<file path="src/shared/spi_port_pkg.sv">
// Constants shared by the serial port control and status logic
package spi_port_pkg;
    localparam int ADDR_W = 32;
    localparam int DATA_W = 16;
    localparam int BYTE_W = 8;
    localparam int DIV_W = 8;
    localparam int FIFO_DEPTH = 4;

    // Register addresses
    localparam logic [31:0] ADDR_STATUS = 32'hffff0a00;
    localparam logic [31:0] ADDR_RX = 32'hffff0a04;
    localparam logic [31:0] ADDR_TX = 32'hffff0a08;
    localparam logic [31:0] ADDR_DIV = 32'hffff0a0c;
    localparam logic [31:0] ADDR_CTRL = 32'hffff0a10;

    // Control field positions
    localparam int CTL_EN = 0;
    localparam int CTL_MASTER = 1;
    localparam int CTL_PHASE = 2;
    localparam int CTL_POL = 3;
    localparam int CTL_LSB = 5;
    localparam int CTL_TXMODE = 6;
    localparam int CTL_UFLOW = 7;
    localparam int CTL_OVWR = 8;
    localparam int CTL_SSEN = 9;

    // Status field positions
    localparam int ST_TXBUSY = 0;
    localparam int ST_TXIRQ = 1;
    localparam int ST_TXUFL = 2;
    localparam int ST_RXFULL = 3;
    localparam int ST_RXIRQ = 4;
    localparam int ST_RXOVF = 5;

    // Reset values and masks
    localparam logic [15:0] CTRL_RESET = 16'h0000;
    localparam logic [15:0] CTRL_MASK = 16'h03ef;
    localparam logic [7:0] DIV_RESET = 8'h1b;
    localparam logic [7:0] STATUS_RESET = 8'h00;
    localparam logic [7:0] RX_RESET = 8'h00;
    localparam logic [7:0] ZERO_BYTE = 8'h00;

    // Bit and edge counts per byte
    localparam logic [3:0] BIT_LAST = 4'h7;
    localparam logic [3:0] BIT_FULL = 4'h8;
    localparam logic [4:0] EDGE_LAST = 5'h0f;
endpackage : spi_port_pkg

</file>
<file path="src/hdl/spi_byte_fifo.sv">
// Small FIFO for bytes waiting to be shifted out
`timescale 1ns/1ns
module spi_byte_fifo #(
    parameter int WIDTH = 8,
    parameter int DEPTH = 4
) (
    input wire logic clk_sys,
    input wire logic rst,
    input wire logic ce,
    input wire logic flush,
    input wire logic in_valid,
    output logic in_ready,
    input wire logic [WIDTH-1:0] in_data,
    output logic out_valid,
    input wire logic out_ready,
    output logic [WIDTH-1:0] out_data
);
    localparam int PW = (DEPTH > 1) ? $clog2(DEPTH) : 1;
    localparam int CW = $clog2(DEPTH + 1);
    localparam logic [CW-1:0] FULL_CNT = CW'(DEPTH);
    localparam logic [PW-1:0] LAST_PTR = PW'(DEPTH - 1);

    logic [WIDTH-1:0] mem_r [DEPTH];
    logic [PW-1:0] wr_ptr_r;
    logic [PW-1:0] rd_ptr_r;
    logic [CW-1:0] count_r;
    logic push;
    logic pop;

    assign in_ready = (count_r != FULL_CNT);
    assign out_valid = (count_r != '0);
    assign out_data = mem_r[rd_ptr_r];
    assign push = in_valid && in_ready;
    assign pop = out_valid && out_ready;

    always_ff @(posedge clk_sys) begin
        if (ce && push) begin
            mem_r[wr_ptr_r] <= in_data;
        end
    end

    always_ff @(posedge clk_sys or posedge rst) begin
        if (rst) begin
            wr_ptr_r <= '0;
            rd_ptr_r <= '0;
            count_r <= '0;
        end else if (ce) begin
            if (flush) begin
                wr_ptr_r <= '0;
                rd_ptr_r <= '0;
                count_r <= '0;
            end else begin
                if (push) begin
                    wr_ptr_r <= (wr_ptr_r == LAST_PTR) ? '0 : wr_ptr_r + 1'b1;
                end
                if (pop) begin
                    rd_ptr_r <= (rd_ptr_r == LAST_PTR) ? '0 : rd_ptr_r + 1'b1;
                end
                if (push && !pop) begin
                    count_r <= count_r + 1'b1;
                end else if (pop && !push) begin
                    count_r <= count_r - 1'b1;
                end
            end
        end
    end
endmodule : spi_byte_fifo

</file>
<file path="src/hdl/spi_half_tick.sv">
// Half-period tick generator for the master serial clock
`timescale 1ns/1ns
module spi_half_tick #(
    parameter int DIV_W = 8
) (
    input wire logic clk_sys,
    input wire logic rst,
    input wire logic ce,
    input wire logic run,
    input wire logic [DIV_W-1:0] div,
    output logic tick
);
    logic [DIV_W-1:0] cnt_r;

    // half period is one plus divider
    assign tick = run && (cnt_r == div);

    always_ff @(posedge clk_sys or posedge rst) begin
        if (rst) begin
            cnt_r <= '0;
        end else if (ce) begin
            if (!run || tick) begin
                cnt_r <= '0;
            end else begin
                cnt_r <= cnt_r + 1'b1;
            end
        end
    end
endmodule : spi_half_tick

</file>
<file path="src/hdl/spi_port_control_status.sv">
// Serial port control, status and receive logic, master or slave
// Functional notes
// - Master drives chip select when enabled
// - Full receive register: overwrite or drop byte
// - Underflow resends last byte or zero
// - Transmit-write start, interrupt on transmit empty
// - Receive-read start, interrupt on receive full
// - Bit order LSB or MSB first
// - Clock idle level follows polarity bit
// - Phase bit picks leading or trailing pulse
// - Master drives clock, slave accepts it
// - Port works only while enabled
// - Overflow flag set, cleared by receive read
// - Receive interrupt follows full or overflow
// - Receive full flag, cleared by read
// - Underflow flag, cleared by transmit write
// - Transmit interrupt on empty or underflow
// - Transmit busy while data queued or a queued byte shifting
// - Status is read-only, reserved bits zero
// - Receive register holds last accepted byte
// - Clock rate set by divider register
// - Drive on one edge, sample other
`timescale 1ns/1ns
module spi_port_control_status (
    input wire logic clk_sys,
    input wire logic rst,
    input wire logic ce,
    input wire logic [spi_port_pkg::ADDR_W-1:0] reg_addr,
    input wire logic reg_wr,
    input wire logic reg_rd,
    input wire logic [spi_port_pkg::DATA_W-1:0] reg_wdata,
    output logic [spi_port_pkg::DATA_W-1:0] reg_rdata,
    output logic tx_ready,
    output logic spi_irq,
    input wire logic sclk_in,
    output logic sclk_out,
    output logic sclk_oe,
    input wire logic mosi_in,
    output logic mosi_out,
    output logic mosi_oe,
    input wire logic miso_in,
    output logic miso_out,
    output logic miso_oe,
    input wire logic ss_n_in,
    output logic ss_n_out,
    output logic ss_n_oe
);
    import spi_port_pkg::*;

    typedef enum logic [3:0] {
        M_IDLE = 4'b0001,
        M_SETUP = 4'b0010,
        M_SHIFT = 4'b0100,
        M_HOLD = 4'b1000
    } mstate_t;

    mstate_t mstate_r;
    logic [15:0] ctrl_r;
    logic [7:0] div_r;
    logic [7:0] rx_data_r;
    logic [7:0] tx_sh_r;
    logic [7:0] rx_sh_r;
    logic [7:0] last_tx_r;
    logic [3:0] bit_cnt_r;
    logic [4:0] edge_cnt_r;
    logic sclk_r;
    logic ss_r;
    logic sclk_prev_r;
    logic ss_prev_r;
    logic busy_r;
    logic busy_prev_r;
    logic rx_full_r;
    logic rx_ovf_r;
    logic rx_irq_r;
    logic tx_ufl_r;
    logic tx_irq_r;

    logic enable;
    logic master;
    logic cpha;
    logic cpol;
    logic lsb;
    logic txmode;
    logic ufl_mode;
    logic ovwr;
    logic ss_en;
    logic sel_status;
    logic sel_rx;
    logic sel_tx;
    logic sel_div;
    logic sel_ctrl;
    logic wr_tx;
    logic rd_rx;
    logic tick;
    logic m_edge;
    logic m_start;
    logic s_frame;
    logic s_chg;
    logic s_start;
    logic lead;
    logic trail;
    logic sample;
    logic launch;
    logic in_bit;
    logic out_bit;
    logic load_now;
    logic ufl_evt;
    logic byte_done;
    logic tx_busy;
    logic rx_keep_old;
    logic disable_idle;
    logic fifo_valid;
    logic [7:0] fifo_data;
    logic [7:0] load_byte;
    logic [7:0] rx_byte_nxt;
    logic [7:0] status_word;

    assign enable = ctrl_r[CTL_EN];
    assign master = ctrl_r[CTL_MASTER];
    assign cpha = ctrl_r[CTL_PHASE];
    assign cpol = ctrl_r[CTL_POL];
    assign lsb = ctrl_r[CTL_LSB];
    assign txmode = ctrl_r[CTL_TXMODE];
    assign ufl_mode = ctrl_r[CTL_UFLOW];
    assign ovwr = ctrl_r[CTL_OVWR];
    assign ss_en = ctrl_r[CTL_SSEN];

    assign sel_status = (reg_addr == ADDR_STATUS);
    assign sel_rx = (reg_addr == ADDR_RX);
    assign sel_tx = (reg_addr == ADDR_TX);
    assign sel_div = (reg_addr == ADDR_DIV);
    assign sel_ctrl = (reg_addr == ADDR_CTRL);
    assign wr_tx = reg_wr && sel_tx;
    assign rd_rx = reg_rd && sel_rx;

    // Control and divider registers
    always_ff @(posedge clk_sys or posedge rst) begin
        if (rst) begin
            ctrl_r <= CTRL_RESET;
        end else if (ce && reg_wr && sel_ctrl) begin
            ctrl_r <= reg_wdata & CTRL_MASK;
        end
    end

    always_ff @(posedge clk_sys or posedge rst) begin
        if (rst) begin
            div_r <= DIV_RESET;
        end else if (ce && reg_wr && sel_div) begin
            div_r <= reg_wdata[7:0];
        end
    end

    // Transmit byte queue
    spi_byte_fifo #(
        .WIDTH(BYTE_W),
        .DEPTH(FIFO_DEPTH)
    ) u_tx_fifo (
        .clk_sys(clk_sys),
        .rst(rst),
        .ce(ce),
        .flush(!enable),
        .in_valid(wr_tx),
        .in_ready(tx_ready),
        .in_data(reg_wdata[7:0]),
        .out_valid(fifo_valid),
        .out_ready(load_now),
        .out_data(fifo_data)
    );

    spi_half_tick #(
        .DIV_W(DIV_W)
    ) u_half_tick (
        .clk_sys(clk_sys),
        .rst(rst),
        .ce(ce),
        .run(mstate_r != M_IDLE),
        .div(div_r),
        .tick(tick)
    );

    assign m_start = enable && master && (mstate_r == M_IDLE)
                     && (txmode ? fifo_valid : rd_rx);
    assign m_edge = (mstate_r == M_SHIFT) && tick;

    // Slave frame and clock edge detection
    assign s_frame = enable && !master && !ss_n_in;
    assign s_chg = (sclk_in != sclk_prev_r);
    assign s_start = enable && !master && !ss_n_in && ss_prev_r;

    assign lead = master ? (m_edge && !edge_cnt_r[0])
                         : (s_frame && s_chg && (sclk_in != cpol));
    assign trail = master ? (m_edge && edge_cnt_r[0])
                          : (s_frame && s_chg && (sclk_in == cpol));
    // phase picks launch and sample edges
    assign sample = cpha ? trail : lead;
    assign launch = cpha ? lead : trail;
    assign in_bit = master ? miso_in : mosi_in;

    assign load_now = m_start || s_start
                      || (launch && !master && (bit_cnt_r == BIT_FULL));
    assign ufl_evt = load_now && !fifo_valid;
    assign load_byte = fifo_valid ? fifo_data
                                  : (ufl_mode ? last_tx_r : ZERO_BYTE);

    assign out_bit = lsb ? tx_sh_r[0] : tx_sh_r[7];
    assign rx_byte_nxt = lsb ? {in_bit, rx_sh_r[7:1]}
                             : {rx_sh_r[6:0], in_bit};
    assign byte_done = sample && (bit_cnt_r == BIT_LAST);

    // Master sequencer
    always_ff @(posedge clk_sys or posedge rst) begin
        if (rst) begin
            mstate_r <= M_IDLE;
            edge_cnt_r <= '0;
        end else if (ce) begin
            if (!enable || !master) begin
                mstate_r <= M_IDLE;
                edge_cnt_r <= '0;
            end else begin
                unique case (mstate_r)
                    M_IDLE: begin
                        edge_cnt_r <= '0;
                        if (m_start) begin
                            mstate_r <= M_SETUP;
                        end
                    end
                    M_SETUP: begin
                        if (tick) begin
                            mstate_r <= M_SHIFT;
                        end
                    end
                    M_SHIFT: begin
                        if (tick) begin
                            edge_cnt_r <= edge_cnt_r + 1'b1;
                            if (edge_cnt_r == EDGE_LAST) begin
                                mstate_r <= M_HOLD;
                            end
                        end
                    end
                    M_HOLD: begin
                        if (tick) begin
                            mstate_r <= M_IDLE;
                        end
                    end
                    default: begin
                        mstate_r <= M_IDLE;
                    end
                endcase
            end
        end
    end

    // Serial clock and chip select drive
    always_ff @(posedge clk_sys or posedge rst) begin
        if (rst) begin
            sclk_r <= 1'b0;
            ss_r <= 1'b1;
        end else if (ce) begin
            if (mstate_r == M_IDLE) begin
                sclk_r <= cpol;
            end else if (m_edge) begin
                sclk_r <= !sclk_r;
            end
            ss_r <= !(m_start || (mstate_r != M_IDLE && !m_start
                      && !(mstate_r == M_HOLD && tick)));
        end
    end

    // Slave pin history
    always_ff @(posedge clk_sys or posedge rst) begin
        if (rst) begin
            sclk_prev_r <= 1'b0;
            ss_prev_r <= 1'b1;
        end else if (ce) begin
            sclk_prev_r <= sclk_in;
            ss_prev_r <= ss_n_in;
        end
    end

    // Transmit shifter
    always_ff @(posedge clk_sys or posedge rst) begin
        if (rst) begin
            tx_sh_r <= ZERO_BYTE;
            last_tx_r <= ZERO_BYTE;
        end else if (ce) begin
            if (!enable) begin
                tx_sh_r <= ZERO_BYTE;
            end else if (load_now) begin
                tx_sh_r <= load_byte;
                last_tx_r <= load_byte;
            end else if (launch && !(cpha && bit_cnt_r == '0)) begin
                tx_sh_r <= lsb ? {1'b0, tx_sh_r[7:1]}
                               : {tx_sh_r[6:0], 1'b0};
            end
        end
    end

    // Receive shifter and bit count
    always_ff @(posedge clk_sys or posedge rst) begin
        if (rst) begin
            rx_sh_r <= ZERO_BYTE;
            bit_cnt_r <= '0;
        end else if (ce) begin
            if (!enable || (!master && ss_n_in)) begin
                bit_cnt_r <= '0;
            end else if (load_now) begin
                bit_cnt_r <= '0;
            end else if (sample) begin
                rx_sh_r <= rx_byte_nxt;
                bit_cnt_r <= bit_cnt_r + 1'b1;
            end
        end
    end

    assign tx_busy = fifo_valid || busy_r;

    always_ff @(posedge clk_sys or posedge rst) begin
        if (rst) begin
            busy_r <= 1'b0;
            busy_prev_r <= 1'b0;
        end else if (ce) begin
            if (!enable) begin
                busy_r <= 1'b0;
            end else if (load_now) begin
                busy_r <= fifo_valid;
            end else if (byte_done) begin
                busy_r <= 1'b0;
            end
            busy_prev_r <= tx_busy;
        end
    end

    // drop only when still full after read
    assign rx_keep_old = rx_full_r && !rd_rx && !ovwr;

    always_ff @(posedge clk_sys or posedge rst) begin
        if (rst) begin
            rx_data_r <= RX_RESET;
        end else if (ce && byte_done && !rx_keep_old) begin
            rx_data_r <= rx_byte_nxt;
        end
    end

    // flags set on edge, set beats clear
    always_ff @(posedge clk_sys or posedge rst) begin
        if (rst) begin
            rx_full_r <= 1'b0;
            rx_ovf_r <= 1'b0;
            rx_irq_r <= 1'b0;
        end else if (ce) begin
            if (byte_done) begin
                rx_full_r <= 1'b1;
            end else if (rd_rx) begin
                rx_full_r <= 1'b0;
            end
            if (byte_done && rx_full_r && !rd_rx) begin
                rx_ovf_r <= 1'b1;
            end else if (rd_rx) begin
                rx_ovf_r <= 1'b0;
            end
            if (byte_done) begin
                rx_irq_r <= 1'b1;
            end else if (rd_rx) begin
                rx_irq_r <= 1'b0;
            end
        end
    end

    assign disable_idle = reg_wr && sel_ctrl && !reg_wdata[CTL_EN]
                          && !tx_busy;

    always_ff @(posedge clk_sys or posedge rst) begin
        if (rst) begin
            tx_ufl_r <= 1'b0;
            tx_irq_r <= 1'b0;
        end else if (ce) begin
            if (ufl_evt) begin
                tx_ufl_r <= 1'b1;
            end else if (wr_tx) begin
                tx_ufl_r <= 1'b0;
            end
            if ((busy_prev_r && !tx_busy) || ufl_evt) begin
                tx_irq_r <= 1'b1;
            end else if (wr_tx || disable_idle) begin
                tx_irq_r <= 1'b0;
            end
        end
    end

    assign status_word = {2'b00, rx_ovf_r, rx_irq_r, rx_full_r,
                          tx_ufl_r, tx_irq_r, tx_busy};

    // Register read port, write-only and unmapped read zero
    always_ff @(posedge clk_sys or posedge rst) begin
        if (rst) begin
            reg_rdata <= '0;
        end else if (ce && reg_rd) begin
            if (sel_status) begin
                reg_rdata <= {8'h00, status_word};
            end else if (sel_rx) begin
                reg_rdata <= {8'h00, rx_data_r};
            end else if (sel_div) begin
                reg_rdata <= {8'h00, div_r};
            end else if (sel_ctrl) begin
                reg_rdata <= ctrl_r;
            end else begin
                reg_rdata <= '0;
            end
        end
    end

    assign spi_irq = (master && txmode) ? tx_irq_r : rx_irq_r;

    // master drives clock and data out
    assign sclk_out = sclk_r;
    assign sclk_oe = enable && master;
    assign mosi_out = master && out_bit;
    assign mosi_oe = enable && master;
    assign miso_out = !master && out_bit;
    assign miso_oe = enable && !master && !ss_n_in;
    assign ss_n_out = ss_r;
    assign ss_n_oe = enable && master && ss_en;
endmodule : spi_port_control_status

</file>
<file path="config.mk">
export PLATFORM = sky130hd
export DESIGN_NAME = spi_port_control_status
export DESIGN_NICKNAME = d
export VERILOG_FILES = /design/src/shared/spi_port_pkg.sv /design/src/hdl/spi_byte_fifo.sv /design/src/hdl/spi_half_tick.sv /design/src/hdl/spi_port_control_status.sv
export SDC_FILE = /design/constraint.sdc
export NUM_CORES = 1
export LEC_CHECK = 0
export BUFFER_PORTS_ARGS = -buffer_cell sky130_fd_sc_hd__buf_2
export CORE_UTILIZATION = 53
export CTS_CLUSTER_SIZE = 25
export DETAILED_ROUTE_END_ITERATION = 10
export PLACE_DENSITY_LB_ADDON = 0.08
export SKIP_CTS_REPAIR_TIMING = 1
export SKIP_LAST_GASP = 1
export SYNTH_ARGS = -nofsm -noshare
export SYNTH_HDL_FRONTEND = slang
export SYNTH_SLANG_ARGS = --single-unit
</file>
<file path="constraint.sdc">
create_clock -name clk_sys -period 3.2 [get_ports clk_sys]
set_clock_uncertainty 0.15 [all_clocks]
set_input_delay 0.64 -clock clk_sys [delete_from_list [all_inputs] [get_ports clk_sys]]
set_output_delay 0.64 -clock clk_sys [all_outputs]
set_load 0.005 [all_outputs]
</file>
# Yosys cells after proc, flatten, opt, wreduce, memory -nomap -nowiden
# Memory sizes are Yosys's and may differ from the RTL's.
# Index checks and enable logic that the tools add are counted.
[totals] elab_cells=219 reg_bits=103 ramBits=32 memories=1 input_bits=57
[mem_list] memory="u_tx_fifo.mem_r" words=4 word_bits=8 read_ports=1 rd_clocked_by_memory_dff=0 write_ports=1 line_no="spi_byte_fifo.sv:23" source="logic [WIDTH-1:0] mem_r [DEPTH];"
[op_classes] n_eq_ne=30 bitwise_logic=2 mux=56 add_sub_neg=7 reduce_logical=99
[op_table] cell="32-bit == test (second input constant)" count=5
[op_table] cell="8-bit two-way mux" count=8
[op_table] cell="1-bit logical AND" count=48
[op_table] cell="10-bit two-way mux" count=4
[op_table] cell="4-bit two-way mux" count=9
[op_table] cell="1-bit two-way mux" count=22
[op_table] cell="2-bit AND reduction" count=11
[op_table] cell="1-bit logical NOT" count=18
[op_table] cell="4-bit one-hot mux with 4 select lines" count=1
[op_table] cell="2-bit two-way mux" count=6
[op_table] cell="3-bit by 1-bit != test with 1-bit output (second input constant)" count=4
[op_table] cell="5-bit two-way mux" count=2
[op_table] cell="5-bit one-hot mux with 2 select lines" count=1
[op_table] cell="2-bit nonzero test" count=5
[op_table] cell="1-bit logical OR" count=9
[op_table] cell="3-bit two-way mux" count=3
[op_table] cell="3-bit != test (second input constant)" count=3
[op_table] cell="3-bit nonzero test" count=3
[op_table] cell="8-bit by 1-bit adder with 8-bit output (second input constant)" count=1
[op_table] cell="4-bit by 3-bit == test with 1-bit output (second input constant)" count=2
[op_table] cell="4-bit == test (second input constant)" count=2
[op_table] cell="8-bit == test" count=1
[op_table] cell="3-bit by 2-bit != test with 1-bit output (second input constant)" count=2
[op_table] cell="3-bit AND reduction" count=2
[op_table] cell="17 further kinds" count=22

# Longest topological paths before layout
# Gate-level depths: netlist of run 1.
[depth] word_depth=15 depth_mapped=12 ltp_nobuf=12

# Modules after synthesis
# A second synthesis of run 1 with hierarchy kept.
[hier_totals] cells_unflattened=596 hier_area_um2=6877.8
[by_module_without_submodules] mod="spi_port_control_status" area_per_inst_um2=4659.5 n_inst=1 cells_each=446
[by_module_without_submodules] mod="spi_byte_fifo" area_per_inst_um2=1676.6 n_inst=1 cells_each=94
[by_module_without_submodules] mod="spi_half_tick" area_per_inst_um2=541.8 n_inst=1 cells_each=56

# Worst setup path before layout of run 1
# Ideal clock, no wire load.
[synth_timing] path_kind="reg2reg" from="register mstate_r[0]" to="register u_tx_fifo.count_r[2]" path_stages_with_launch=12 period_less_slack_ps=3158 setup_slack_ps=42 setup_ps=126 arrival_time_ps=2882 required_ps=2924 n_path_buf=1 path_cell_list="dfstp_2 > clkbuf_1 > nor4b_1 > a32oi_1 > o21ai_1 > o21a_1 > nor2_1 > fa_1 > inv_1 > nand4_1 > o22a_1 > a221o_1"
[synth_via] elab_chain_len=14 word_cells_on_any_way=24
[synth_rtl] item="start: declaration" line_no="spi_port_control_status.sv:57" source="mstate_t mstate_r;"
[synth_rtl] item="start signal: assignment" line_no="spi_port_control_status.sv:213" source="mstate_r <= M_IDLE;"
[synth_rtl] item="start signal: assignment" line_no="spi_port_control_status.sv:217" source="mstate_r <= M_IDLE;"
[synth_rtl] item="start signal: assignment" line_no="spi_port_control_status.sv:224" source="mstate_r <= M_SETUP;"
[synth_rtl] item="4-bit by 1-bit != test with 1-bit output" line_no="spi_port_control_status.sv:176" source=".run(mstate_r != M_IDLE),"
[synth_rtl] item="1-bit logical AND" line_no="spi_half_tick.sv:16" source="assign tick = run && (cnt_r == div);"
[synth_rtl] item="1-bit logical AND" line_no="spi_port_control_status.sv:183" source="assign m_edge = (mstate_r == M_SHIFT) && tick;"
[synth_rtl] item="1-bit logical AND, on equally long branches" line_no="spi_port_control_status.sv:192, spi_port_control_status.sv:190"
[synth_rtl] item="1-bit two-way mux, on equally long branches" line_no="spi_port_control_status.sv:192, spi_port_control_status.sv:190"
[synth_rtl] item="1-bit two-way mux" line_no="spi_port_control_status.sv:196" source="assign launch = cpha ? lead : trail;"
[synth_rtl] item="1-bit logical AND (2 in a row)" line_no="spi_port_control_status.sv:200" source="|| (launch && !master && (bit_cnt_r == BIT_FULL));"
[synth_rtl] item="1-bit logical OR *" line_no="spi_port_control_status.sv:200"
[synth_rtl] item="1-bit logical AND *" line_no="spi_byte_fifo.sv:34" source="assign pop = out_valid && out_ready;"
[synth_rtl] item="1-bit logical NOT" line_no="spi_byte_fifo.sv:59" source="if (push && !pop) begin"
[synth_rtl] item="1-bit logical AND" line_no="spi_byte_fifo.sv:59"
[synth_rtl] item="3-bit by 1-bit != test with 1-bit output (no line) / 3-bit two-way mux (equally long branches)"
[synth_rtl] item="2-bit AND reduction (no line) / 3-bit two-way mux (equally long branches)"
[synth_rtl] item="end signal: assignment" line_no="spi_byte_fifo.sv:60" source="count_r <= count_r + 1'b1;"
[synth_rtl] item="end signal: assignment" line_no="spi_byte_fifo.sv:62" source="count_r <= count_r - 1'b1;"
[synth_rtl] item="end: declaration" line_no="spi_byte_fifo.sv:26" source="logic [CW-1:0] count_r;"
# Mark *: on every way between the ends. The rest lies on a longest branch, timed or not.
# A chain may end at the register's enable or synchronous reset.

# Worst setup path after layout of run 1
# Ends and elaborated chain as after synthesis.

==> impl_metrics.xml, run 1 <==
<?xml version="1.0" encoding="UTF-8"?>
<metrics>
  <group name="clock_network">
    <metric name="cts.sink_count" unit="">129</metric>
    <metric name="path_clk_slew" unit="ns">0.06</metric>
    <metric name="buffer_levels_on_the_longest_clock_path" unit="">2</metric>
    <metric name="ctsHtreeMaxLevel" unit="">4</metric>
    <metric name="clkLatencyLatePin" unit="ns">0.42</metric>
    <metric name="clock-root-buffer" unit="">sky130_fd_sc_hd__clkbuf_16</metric>
    <metric name="cts-buffers-inserted" unit="">17</metric>
    <metric name="tritoncts" unit="">built</metric>
  </group>
  <group name="floorplan">
    <metric name="die_width" unit="um">114</metric>
    <metric name="dieHeight" unit="um">114</metric>
    <metric name="effective_utilization_at_floorplan" unit="%">55.0</metric>
    <metric name="rows" unit="">40</metric>
    <metric name="core" unit="um2">12200</metric>
    <metric name="floorplan.die_area" unit="um2">13100</metric>
    <metric name="io_pins" unit="">83</metric>
  </group>
  <group name="detailed_routing">
    <metric name="drt.antenna.violating_nets" unit="">0</metric>
    <metric name="routedWlPerCell" unit="um">18.7</metric>
    <metric name="detail_route.vias_per_cell" unit="">5.83</metric>
    <metric name="drt_pass_1_iters" unit="">5</metric>
    <metric name="number_of_drc_markers_in_iteration_0" unit="">403</metric>
    <metric name="num_vias" unit="">5079</metric>
    <metric name="wl" unit="um">16300</metric>
    <metric name="drc_errors" unit="">0</metric>
  </group>
  <group name="layout">
    <metric name="diodes" unit="">0</metric>
    <metric name="area_delta_synth_final" unit="%">19.7</metric>
    <metric name="layout.cells.most_common" unit="">sky130_fd_sc_hd__dfrtp_1</metric>
    <metric name="fin_area" unit="um2">8010</metric>
    <metric name="stdcell_count" unit="">871</metric>
    <metric name="fraction_of_final_layout_cells_sized_beyond_drive_strength_1" unit="%">31.4</metric>
    <metric name="filler_cell_count" unit="">957</metric>
    <metric name="fin_nets" unit="">758</metric>
    <metric name="layout.cells.most_common_list" unit="">sky130_fd_sc_hd__dfrtp_1, sky130_fd_sc_hd__buf_2, sky130_fd_sc_hd__mux2_2</metric>
  </group>
  <group name="logic_synthesis">
    <metric name="asyncSetResetFlopFracSynth" unit="%">75.2</metric>
    <metric name="ys_types" unit="">73</metric>
    <metric name="synth.cell_area" unit="um2">6690</metric>
    <metric name="synth-adder-area-share" unit="%">2.17</metric>
    <metric name="dominantRegCellSynth" unit="">sky130_fd_sc_hd__dfrtp_1</metric>
    <metric name="post_synth_xor_xnor_area" unit="%">1.96</metric>
    <metric name="largest_family_of_logic_cells_by_synthesized_area" unit="">simple AND/OR/NAND/NOR gates</metric>
    <metric name="yosysWarnings" unit="">0</metric>
    <metric name="synth_mux_area_share" unit="%">14.7</metric>
    <metric name="synth_compound_area_share" unit="%">10.5</metric>
    <metric name="syn_inst" unit="">597</metric>
    <metric name="postSynthRegisterBits" unit="">129</metric>
    <metric name="synth_sequential_area_ratio" unit="%">50.8</metric>
    <metric name="synth_edf_count" unit="">32</metric>
    <metric name="syn_area_per_cell" unit="um2">11.2</metric>
    <metric name="synth_simple_gate_area_share" unit="%">16.2</metric>
  </group>
  <group name="setup_path">
    <metric name="crit_type" unit="">flip-flop to flip-flop</metric>
    <metric name="cp-end-kind" unit="">flip-flop</metric>
    <metric name="cp_max_fo" unit="">9</metric>
    <metric name="worstReg2RegEnd" unit="">u_tx_fifo.count_r[2]</metric>
    <metric name="reg2reg_depth" unit="">10</metric>
    <metric name="cp-start-kind" unit="">flip-flop</metric>
    <metric name="critical_path_required" unit="ns">3.40</metric>
    <metric name="regToRegStartpoint" unit="">mstate_r[0]</metric>
    <metric name="worst-endpoint-arrival" unit="ns">3.18</metric>
    <metric name="reg2reg_slack" unit="ns">0.22</metric>
  </group>
  <group name="timing">
    <metric name="final-setup-viol-count" unit="">0</metric>
    <metric name="grt_setup_unrepaired" unit="">false</metric>
    <metric name="timing.final.crit_share" unit="%">93.1</metric>
    <metric name="tightest_pin_transition" unit="ns">0.994</metric>
    <metric name="final_max_slew_viol_count" unit="">0</metric>
    <metric name="worst_slack_setup_final" unit="ns">0.220</metric>
    <metric name="hold_viol_final" unit="">0</metric>
    <metric name="maxClockFrequency" unit="MHz">336</metric>
    <metric name="finalCriticalPeriod" unit="ns">2.98</metric>
    <metric name="max-slew-margin-rel" unit="%">33.2</metric>
  </group>
  <group name="place">
    <metric name="number_of_buffers_inserted_by_port_buffering" unit="">70</metric>
    <metric name="dpl.cell_count" unit="">839</metric>
    <metric name="last_weighted_congestion_value_of_the_routability_driven_placer" unit="">0.886</metric>
    <metric name="dp_hpwl" unit="um">11900</metric>
    <metric name="instance_area_after_placement" unit="um2">7350</metric>
    <metric name="pre_cts_slack" unit="ns">-0.0705</metric>
  </group>
  <group name="power">
    <metric name="p_leak" unit="nW">3.39</metric>
    <metric name="vdd_drop_max" unit="V">0.000305</metric>
    <metric name="total_power_per_unit_cell_area" unit="nW/um2">507</metric>
  </group>
  <group name="global_routing">
    <metric name="first_pass_grt_wire_length" unit="um">26400</metric>
    <metric name="global_route.overflow_total" unit="">0</metric>
    <metric name="grt_antenna_before_repair" unit="">0</metric>
    <metric name="vias_in_the_first_global_route" unit="">5038</metric>
    <metric name="grt_start_max_net_pins" unit="">38</metric>
    <metric name="grtUsageTotal" unit="%">27.0</metric>
  </group>
  <group name="min_path">
    <metric name="worst_hold_path_type" unit="">primary input to async pin</metric>
  </group>
  <group name="outcome">
    <metric name="outcome" unit="">complete, no violations</metric>
  </group>
  <group name="run">
    <metric name="cap_viol_max_count" unit="">0</metric>
  </group>
</metrics>
## worst max path at each step
stage	slack (ns)	start	to
finish	0.22	mstate_r[0]	u_tx_fifo.count_r[2]
global route	0.03	ctrl_r[1]	u_tx_fifo.count_r[2]
CTS	0.22	mstate_r[0]	u_tx_fifo.count_r[2]
detailed placement	-0.07	reg_addr[1]	ctrl_r[5]
global placement	-0.05	reg_addr[1]	ctrl_r[5]
floorplan	0.04	mstate_r[0]	u_tx_fifo.count_r[2]
## synth_stat cells (13+ instances only)
| library cell | instances | share of area (%) |
|---|---|---|
| sky130_fd_sc_hd__nand2_1 | 54 | 3.0 |
| sky130_fd_sc_hd__nand3_1 | 16 | 1.2 |
| sky130_fd_sc_hd__edfxtp_1 | 32 | 14 |
| sky130_fd_sc_hd__mux2i_1 | 14 | 2.1 |
| sky130_fd_sc_hd__clkbuf_1 | 17 | 0.95 |
| sky130_fd_sc_hd__o31ai_1 | 13 | 1.5 |
| sky130_fd_sc_hd__o21ai_0 | 27 | 2.0 |
| sky130_fd_sc_hd__mux2_2 | 59 | 9.9 |
| sky130_fd_sc_hd__inv_1 | 23 | 1.3 |
| sky130_fd_sc_hd__a21oi_1 | 20 | 1.5 |
| sky130_fd_sc_hd__nand4_1 | 14 | 1.3 |
| sky130_fd_sc_hd__dfrtp_1 | 90 | 34 |
| sky130_fd_sc_hd__nor2_1 | 36 | 2.0 |
## final cells by class
type	count	area, um2	share of cell area [%]
timing repair buffer	100	576	7.18
tap	168	210	2.62
sequential	129	3400	42.4
clock inverter	15	239	2.98
clock buffer	17	425	5.31
multi-input combinational	419	3080	38.4
inverter	23	90.1	1.12
## logic make-up (layout without fill, tap and decap cells)
| group | Yosys count | after routing |
|---|---|---|
| buf+inv | 54 | 155 |
| other cells | 1 | 6 |
| simple gates | 202 | 202 |
| compound gates | 104 | 104 |
| mux | 81 | 81 |
| xor+xnor | 15 | 15 |
| flops | 129 | 129 |
| fa+ha+maj | 11 | 11 |
## where the power goes
| group | total (mW) | internal [mW] | switching, mW |
|---|---|---|---|
| clock network | 2.18 | 1.46 | 0.721 |
| registers | 1.72 | 1.71 | 0.0107 |
| logic | 0.169 | 0.0648 | 0.104 |
| total | 4.06 | 3.23 | 0.836 |
## metrics by stage
| stage | TNS (ns) | util, % | hold WS [ns] | power (mW) |
|---|---|---|---|---|
| after floorplan | 0 | - | 0.292 | 1.83 |
| after CTS | 0 | 65.9 | 0.116 | 4.09 |
| after global routing | 0 | 65.9 | 0.139 | 4.18 |
| after detailed placement | -0.610 | 60.4 | 0.304 | 1.92 |
| after global placement | -0.404 | 60.4 | 0.304 | 1.91 |
| final | 0 | 65.9 | 0.107 | 4.06 |
## flip-flops by register name (all words and copies together), names as in the netlist, 2 cells and up
name	flops
u_tx_fifo.rd_ptr_r	2
bit_cnt_r	4
u_tx_fifo.mem_r	32
mstate_r	4
u_tx_fifo.count_r	3
u_half_tick.cnt_r	8
tx_sh_r	8
last_tx_r	8
edge_cnt_r	5
div_r	8
reg_rdata	10
u_tx_fifo.wr_ptr_r	2
rx_sh_r	8
rx_data_r	8
ctrl_r	9
## critical path, stage by stage (launching register included)
cell and delay (ns):
sky130_fd_sc_hd__dfstp_2 0.60, sky130_fd_sc_hd__or4b_1 0.49, sky130_fd_sc_hd__nor3_1 0.30, sky130_fd_sc_hd__o21a_1 0.17
sky130_fd_sc_hd__nor2_1 0.06, sky130_fd_sc_hd__fa_1 0.40, sky130_fd_sc_hd__inv_1 0.12, sky130_fd_sc_hd__nand3_1 0.08
sky130_fd_sc_hd__a2111o_1 0.34, sky130_fd_sc_hd__o21ai_0 0.08, sky130_fd_sc_hd__a221o_1 0.13
## routing by layer
metal | track usage (%) | wire length (um) | part of all wire, % | vias to the layer above
met2 | 45.4 | 7960 | 49 | 181
met4 | 9.26 | 272 | 1.7 | 0
li1 | - | - | - | 2380
met3 | 4.71 | 849 | 5.2 | 25
met1 | 35.5 | 7210 | 44 | 2493
met5 | 0 | 0 | 0 | -
Power figures use the tool's default switching activity.
==> run 2: changes to the inputs <==
--- a/config.mk
+++ b/config.mk
@@ -6,10 +6,13 @@
 export NUM_CORES = 1
 export LEC_CHECK = 0
 export BUFFER_PORTS_ARGS = -buffer_cell sky130_fd_sc_hd__buf_2
+export CORE_MARGIN = 4
 export CORE_UTILIZATION = 53
 export CTS_CLUSTER_SIZE = 25
 export DETAILED_ROUTE_END_ITERATION = 10
+export GPL_TIMING_DRIVEN = 0
 export PLACE_DENSITY_LB_ADDON = 0.08
+export REMOVE_ABC_BUFFERS = 1
 export SKIP_CTS_REPAIR_TIMING = 1
 export SKIP_LAST_GASP = 1
 export SYNTH_ARGS = -nofsm -noshare
==> run 2 against run 1 <==
Critical endpoint unchanged. Non-clock buffer count is 28 lower. Largest power group unchanged. Clock-buffer cell count is 6 higher. Register-to-register slack worse by 0.17 ns. Combinational power hardly changed. Global-route usage is 4.2 points lower. Via count is 2.4% lower. Final area is 2.4% lower. Sequential share of layout area is 1.1 points higher.
==> impl_metrics.xml, run 2 (synthesis gave the netlist of run 1 again) <==
<?xml version="1.0" encoding="UTF-8"?>
<metrics>
  <group name="outcome">
    <metric name="outcome" unit="">complete, no violations</metric>
  </group>
  <group name="power">
    <metric name="internal_power" unit="mW">3.10</metric>
    <metric name="share_clk_of_total_power" unit="%">51.7</metric>
    <metric name="comb_power_share" unit="%">4.3</metric>
    <metric name="vdd_drop_max" unit="V">0.000525</metric>
    <metric name="seqPwrFrac" unit="%">44.0</metric>
    <metric name="switching_share" unit="%">20.8</metric>
    <metric name="total_power_per_unit_cell_area" unit="nW/um2">499</metric>
    <metric name="p_leak" unit="nW">3.26</metric>
    <metric name="switching_power" unit="mW">0.812</metric>
  </group>
  <group name="timing">
    <metric name="grt_setup_unrepaired" unit="">true</metric>
    <metric name="hold_viol_final" unit="">0</metric>
    <metric name="finalCriticalPeriod" unit="ns">3.15</metric>
    <metric name="max-slew-margin-rel" unit="%">31.4</metric>
    <metric name="timing.final.crit_share" unit="%">98.4</metric>
    <metric name="maxClockFrequency" unit="MHz">318</metric>
    <metric name="final_max_slew_viol_count" unit="">0</metric>
    <metric name="final-setup-viol-count" unit="">0</metric>
    <metric name="tns_setup" unit="ns">0</metric>
    <metric name="tightest_pin_transition" unit="ns">1.02</metric>
  </group>
  <group name="floorplan">
    <metric name="dieHeight" unit="um">120</metric>
    <metric name="die_width" unit="um">120</metric>
    <metric name="core" unit="um2">12200</metric>
    <metric name="rows" unit="">40</metric>
    <metric name="effective_utilization_at_floorplan" unit="%">55.0</metric>
    <metric name="floorplan.die_area" unit="um2">14500</metric>
    <metric name="io_pins" unit="">83</metric>
  </group>
  <group name="clock_network">
    <metric name="path_clk_slew" unit="ns">0.06</metric>
    <metric name="ctsHtreeMaxLevel" unit="">4</metric>
    <metric name="cts.sink_count" unit="">129</metric>
    <metric name="buffer_levels_on_the_longest_clock_path" unit="">2</metric>
    <metric name="tritoncts" unit="">built</metric>
    <metric name="clock-root-buffer" unit="">sky130_fd_sc_hd__clkbuf_16</metric>
    <metric name="clkLatencyLatePin" unit="ns">0.41</metric>
    <metric name="cts-buffers-inserted" unit="">17</metric>
  </group>
  <group name="global_routing">
    <metric name="vias_in_the_first_global_route" unit="">4944</metric>
    <metric name="global_route.overflow_total" unit="">0</metric>
    <metric name="grt_start_max_net_pins" unit="">70</metric>
    <metric name="first_pass_grt_wire_length" unit="um">25800</metric>
    <metric name="grtUsageTotal" unit="%">22.8</metric>
    <metric name="grt_antenna_before_repair" unit="">0</metric>
  </group>
  <group name="detailed_routing">
    <metric name="drc_errors" unit="">0</metric>
    <metric name="drt_pass_1_iters" unit="">5</metric>
    <metric name="routedWlPerCell" unit="um">19.0</metric>
    <metric name="wl" unit="um">16000</metric>
    <metric name="detail_route.vias_per_cell" unit="">5.88</metric>
    <metric name="number_of_drc_markers_in_iteration_0" unit="">464</metric>
    <metric name="drt.antenna.violating_nets" unit="">0</metric>
    <metric name="num_vias" unit="">4959</metric>
  </group>
  <group name="setup_path">
    <metric name="cp-start-kind" unit="">flip-flop</metric>
    <metric name="regToRegStartpoint" unit="">ctrl_r[3]</metric>
    <metric name="cp-end-kind" unit="">flip-flop</metric>
    <metric name="crit_type" unit="">flip-flop to flip-flop</metric>
    <metric name="reg2reg_slack" unit="ns">0.05</metric>
    <metric name="reg2reg_depth" unit="">11</metric>
    <metric name="worst-endpoint-arrival" unit="ns">3.35</metric>
    <metric name="critical_path_required" unit="ns">3.40</metric>
    <metric name="worstReg2RegEnd" unit="">u_tx_fifo.count_r[2]</metric>
    <metric name="cp_max_fo" unit="">8</metric>
    <metric name="crit_start" unit="">ctrl_r[3]</metric>
    <metric name="worst_setup_path_endpoint" unit="">u_tx_fifo.count_r[2]</metric>
  </group>
  <group name="layout">
    <metric name="fin_nets" unit="">730</metric>
    <metric name="area_delta_synth_final" unit="%">16.9</metric>
    <metric name="largest-register" unit="">u_tx_fifo.mem_r</metric>
    <metric name="diodes" unit="">0</metric>
    <metric name="layout.cells.most_common_list" unit="">sky130_fd_sc_hd__dfrtp_1, sky130_fd_sc_hd__buf_2, sky130_fd_sc_hd__mux2_2</metric>
    <metric name="filler_cell_count" unit="">991</metric>
    <metric name="layout.cells.most_common" unit="">sky130_fd_sc_hd__dfrtp_1</metric>
    <metric name="fin_area" unit="um2">7820</metric>
    <metric name="largest_registers" unit="">u_tx_fifo.mem_r (32), reg_rdata (10), ctrl_r (9)</metric>
    <metric name="fraction_of_final_layout_cells_sized_beyond_drive_strength_1" unit="%">29.8</metric>
    <metric name="largest_register_ffs" unit="">32</metric>
  </group>
  <group name="place">
    <metric name="instance_area_after_placement" unit="um2">7160</metric>
    <metric name="last_weighted_congestion_value_of_the_routability_driven_placer" unit="">0.844</metric>
    <metric name="number_of_buffers_inserted_by_port_buffering" unit="">70</metric>
    <metric name="dp_hpwl" unit="um">11800</metric>
  </group>
  <group name="run">
    <metric name="cap_viol_max_count" unit="">0</metric>
  </group>
  <group name="min_path">
    <metric name="worst_hold_path_type" unit="">primary input to async pin</metric>
  </group>
</metrics>
run 2: changes by cell type in the layout (fill, tap and decap cells not counted), moves of 2 or more:
cell	delta
sky130_fd_sc_hd__buf_4	-30
sky130_fd_sc_hd__bufinv_16	-3
sky130_fd_sc_hd__clkbuf_8	+5
sky130_fd_sc_hd__clkinvlp_4	-3
sky130_fd_sc_hd__dfrtp_1	-2
sky130_fd_sc_hd__dfrtp_2	+2
run 2: area by class of cell:
type,instances,area (um2),area share (%)
clock buffer,23,498,6.36
sequential,129,3400,43.5
multi-input combinational,419,3110,39.8
timing repair buffer,72,389,4.97
inverter,23,88.8,1.14
clock inverter,9,126,1.62
tap,168,210,2.69
run 2: power groups by stage:
stage               Sequential, mW  Combinational [mW]  Clock [mW]
floorplan                     1.75              0.0684           0
global placement              1.75               0.155           0
detailed placement            1.75               0.167           0
CTS                           1.72               0.168        2.04
global route                  1.72               0.187        2.12
finish                        1.72               0.167        2.02
run 2: worst min-delay path by stage:
stage	cells past startpoint	start	end
floorplan	2	last_tx_r[0]	last_tx_r[0]
global placement	2	reg_rdata[8]	reg_rdata[8]
detailed placement	2	reg_rdata[8]	reg_rdata[8]
CTS	2	rst	ctrl_r[8]
global route	2	rst	ctrl_r[8]
finish	2	rst	u_half_tick.cnt_r[4]
run 2: stage by stage:
step / total power, mW / setup slack [ns] / utilization, % / instances / hold slack, ns
6_report: 3.91 / 0.0528 / 64.3 / 843 / 0.0748
2_1_floorplan: 1.82 / -0.112 / - / 571 / 0.292
3_5_place_dp: 1.92 / -0.408 / 58.9 / 811 / 0.310
5_1_grt: 4.03 / -0.101 / 64.3 / 843 / 0.0965
3_3_place_gp: 1.90 / -1.24 / 58.5 / 809 / 0.301
4_1_cts: 3.93 / -0.403 / 64.0 / 843 / 0.0779
run 2: routing by layer:
| layer | share of wire (%) | vias to the layer above | global-route usage (%) |
|---|---|---|---|
| met5 | 0 | - | 0 |
| met4 | 1.5 | 0 | 5.95 |
| met3 | 4.8 | 21 | 5.89 |
| met2 | 51 | 133 | 38.7 |
| met1 | 42 | 2481 | 29.3 |
| li1 | - | 2324 | - |
run 2: critical path: stages, from the launching register on:
cell and delay (ns):
sky130_fd_sc_hd__dfrtp_1 0.45, sky130_fd_sc_hd__xnor2_1 0.29, sky130_fd_sc_hd__mux2_2 0.41, sky130_fd_sc_hd__o21ai_2 0.38
sky130_fd_sc_hd__o21a_1 0.21, sky130_fd_sc_hd__nor2_1 0.06, sky130_fd_sc_hd__fa_1 0.38, sky130_fd_sc_hd__inv_1 0.11
sky130_fd_sc_hd__nand3_1 0.08, sky130_fd_sc_hd__a2111o_1 0.35, sky130_fd_sc_hd__o21ai_0 0.08, sky130_fd_sc_hd__a221o_1 0.12
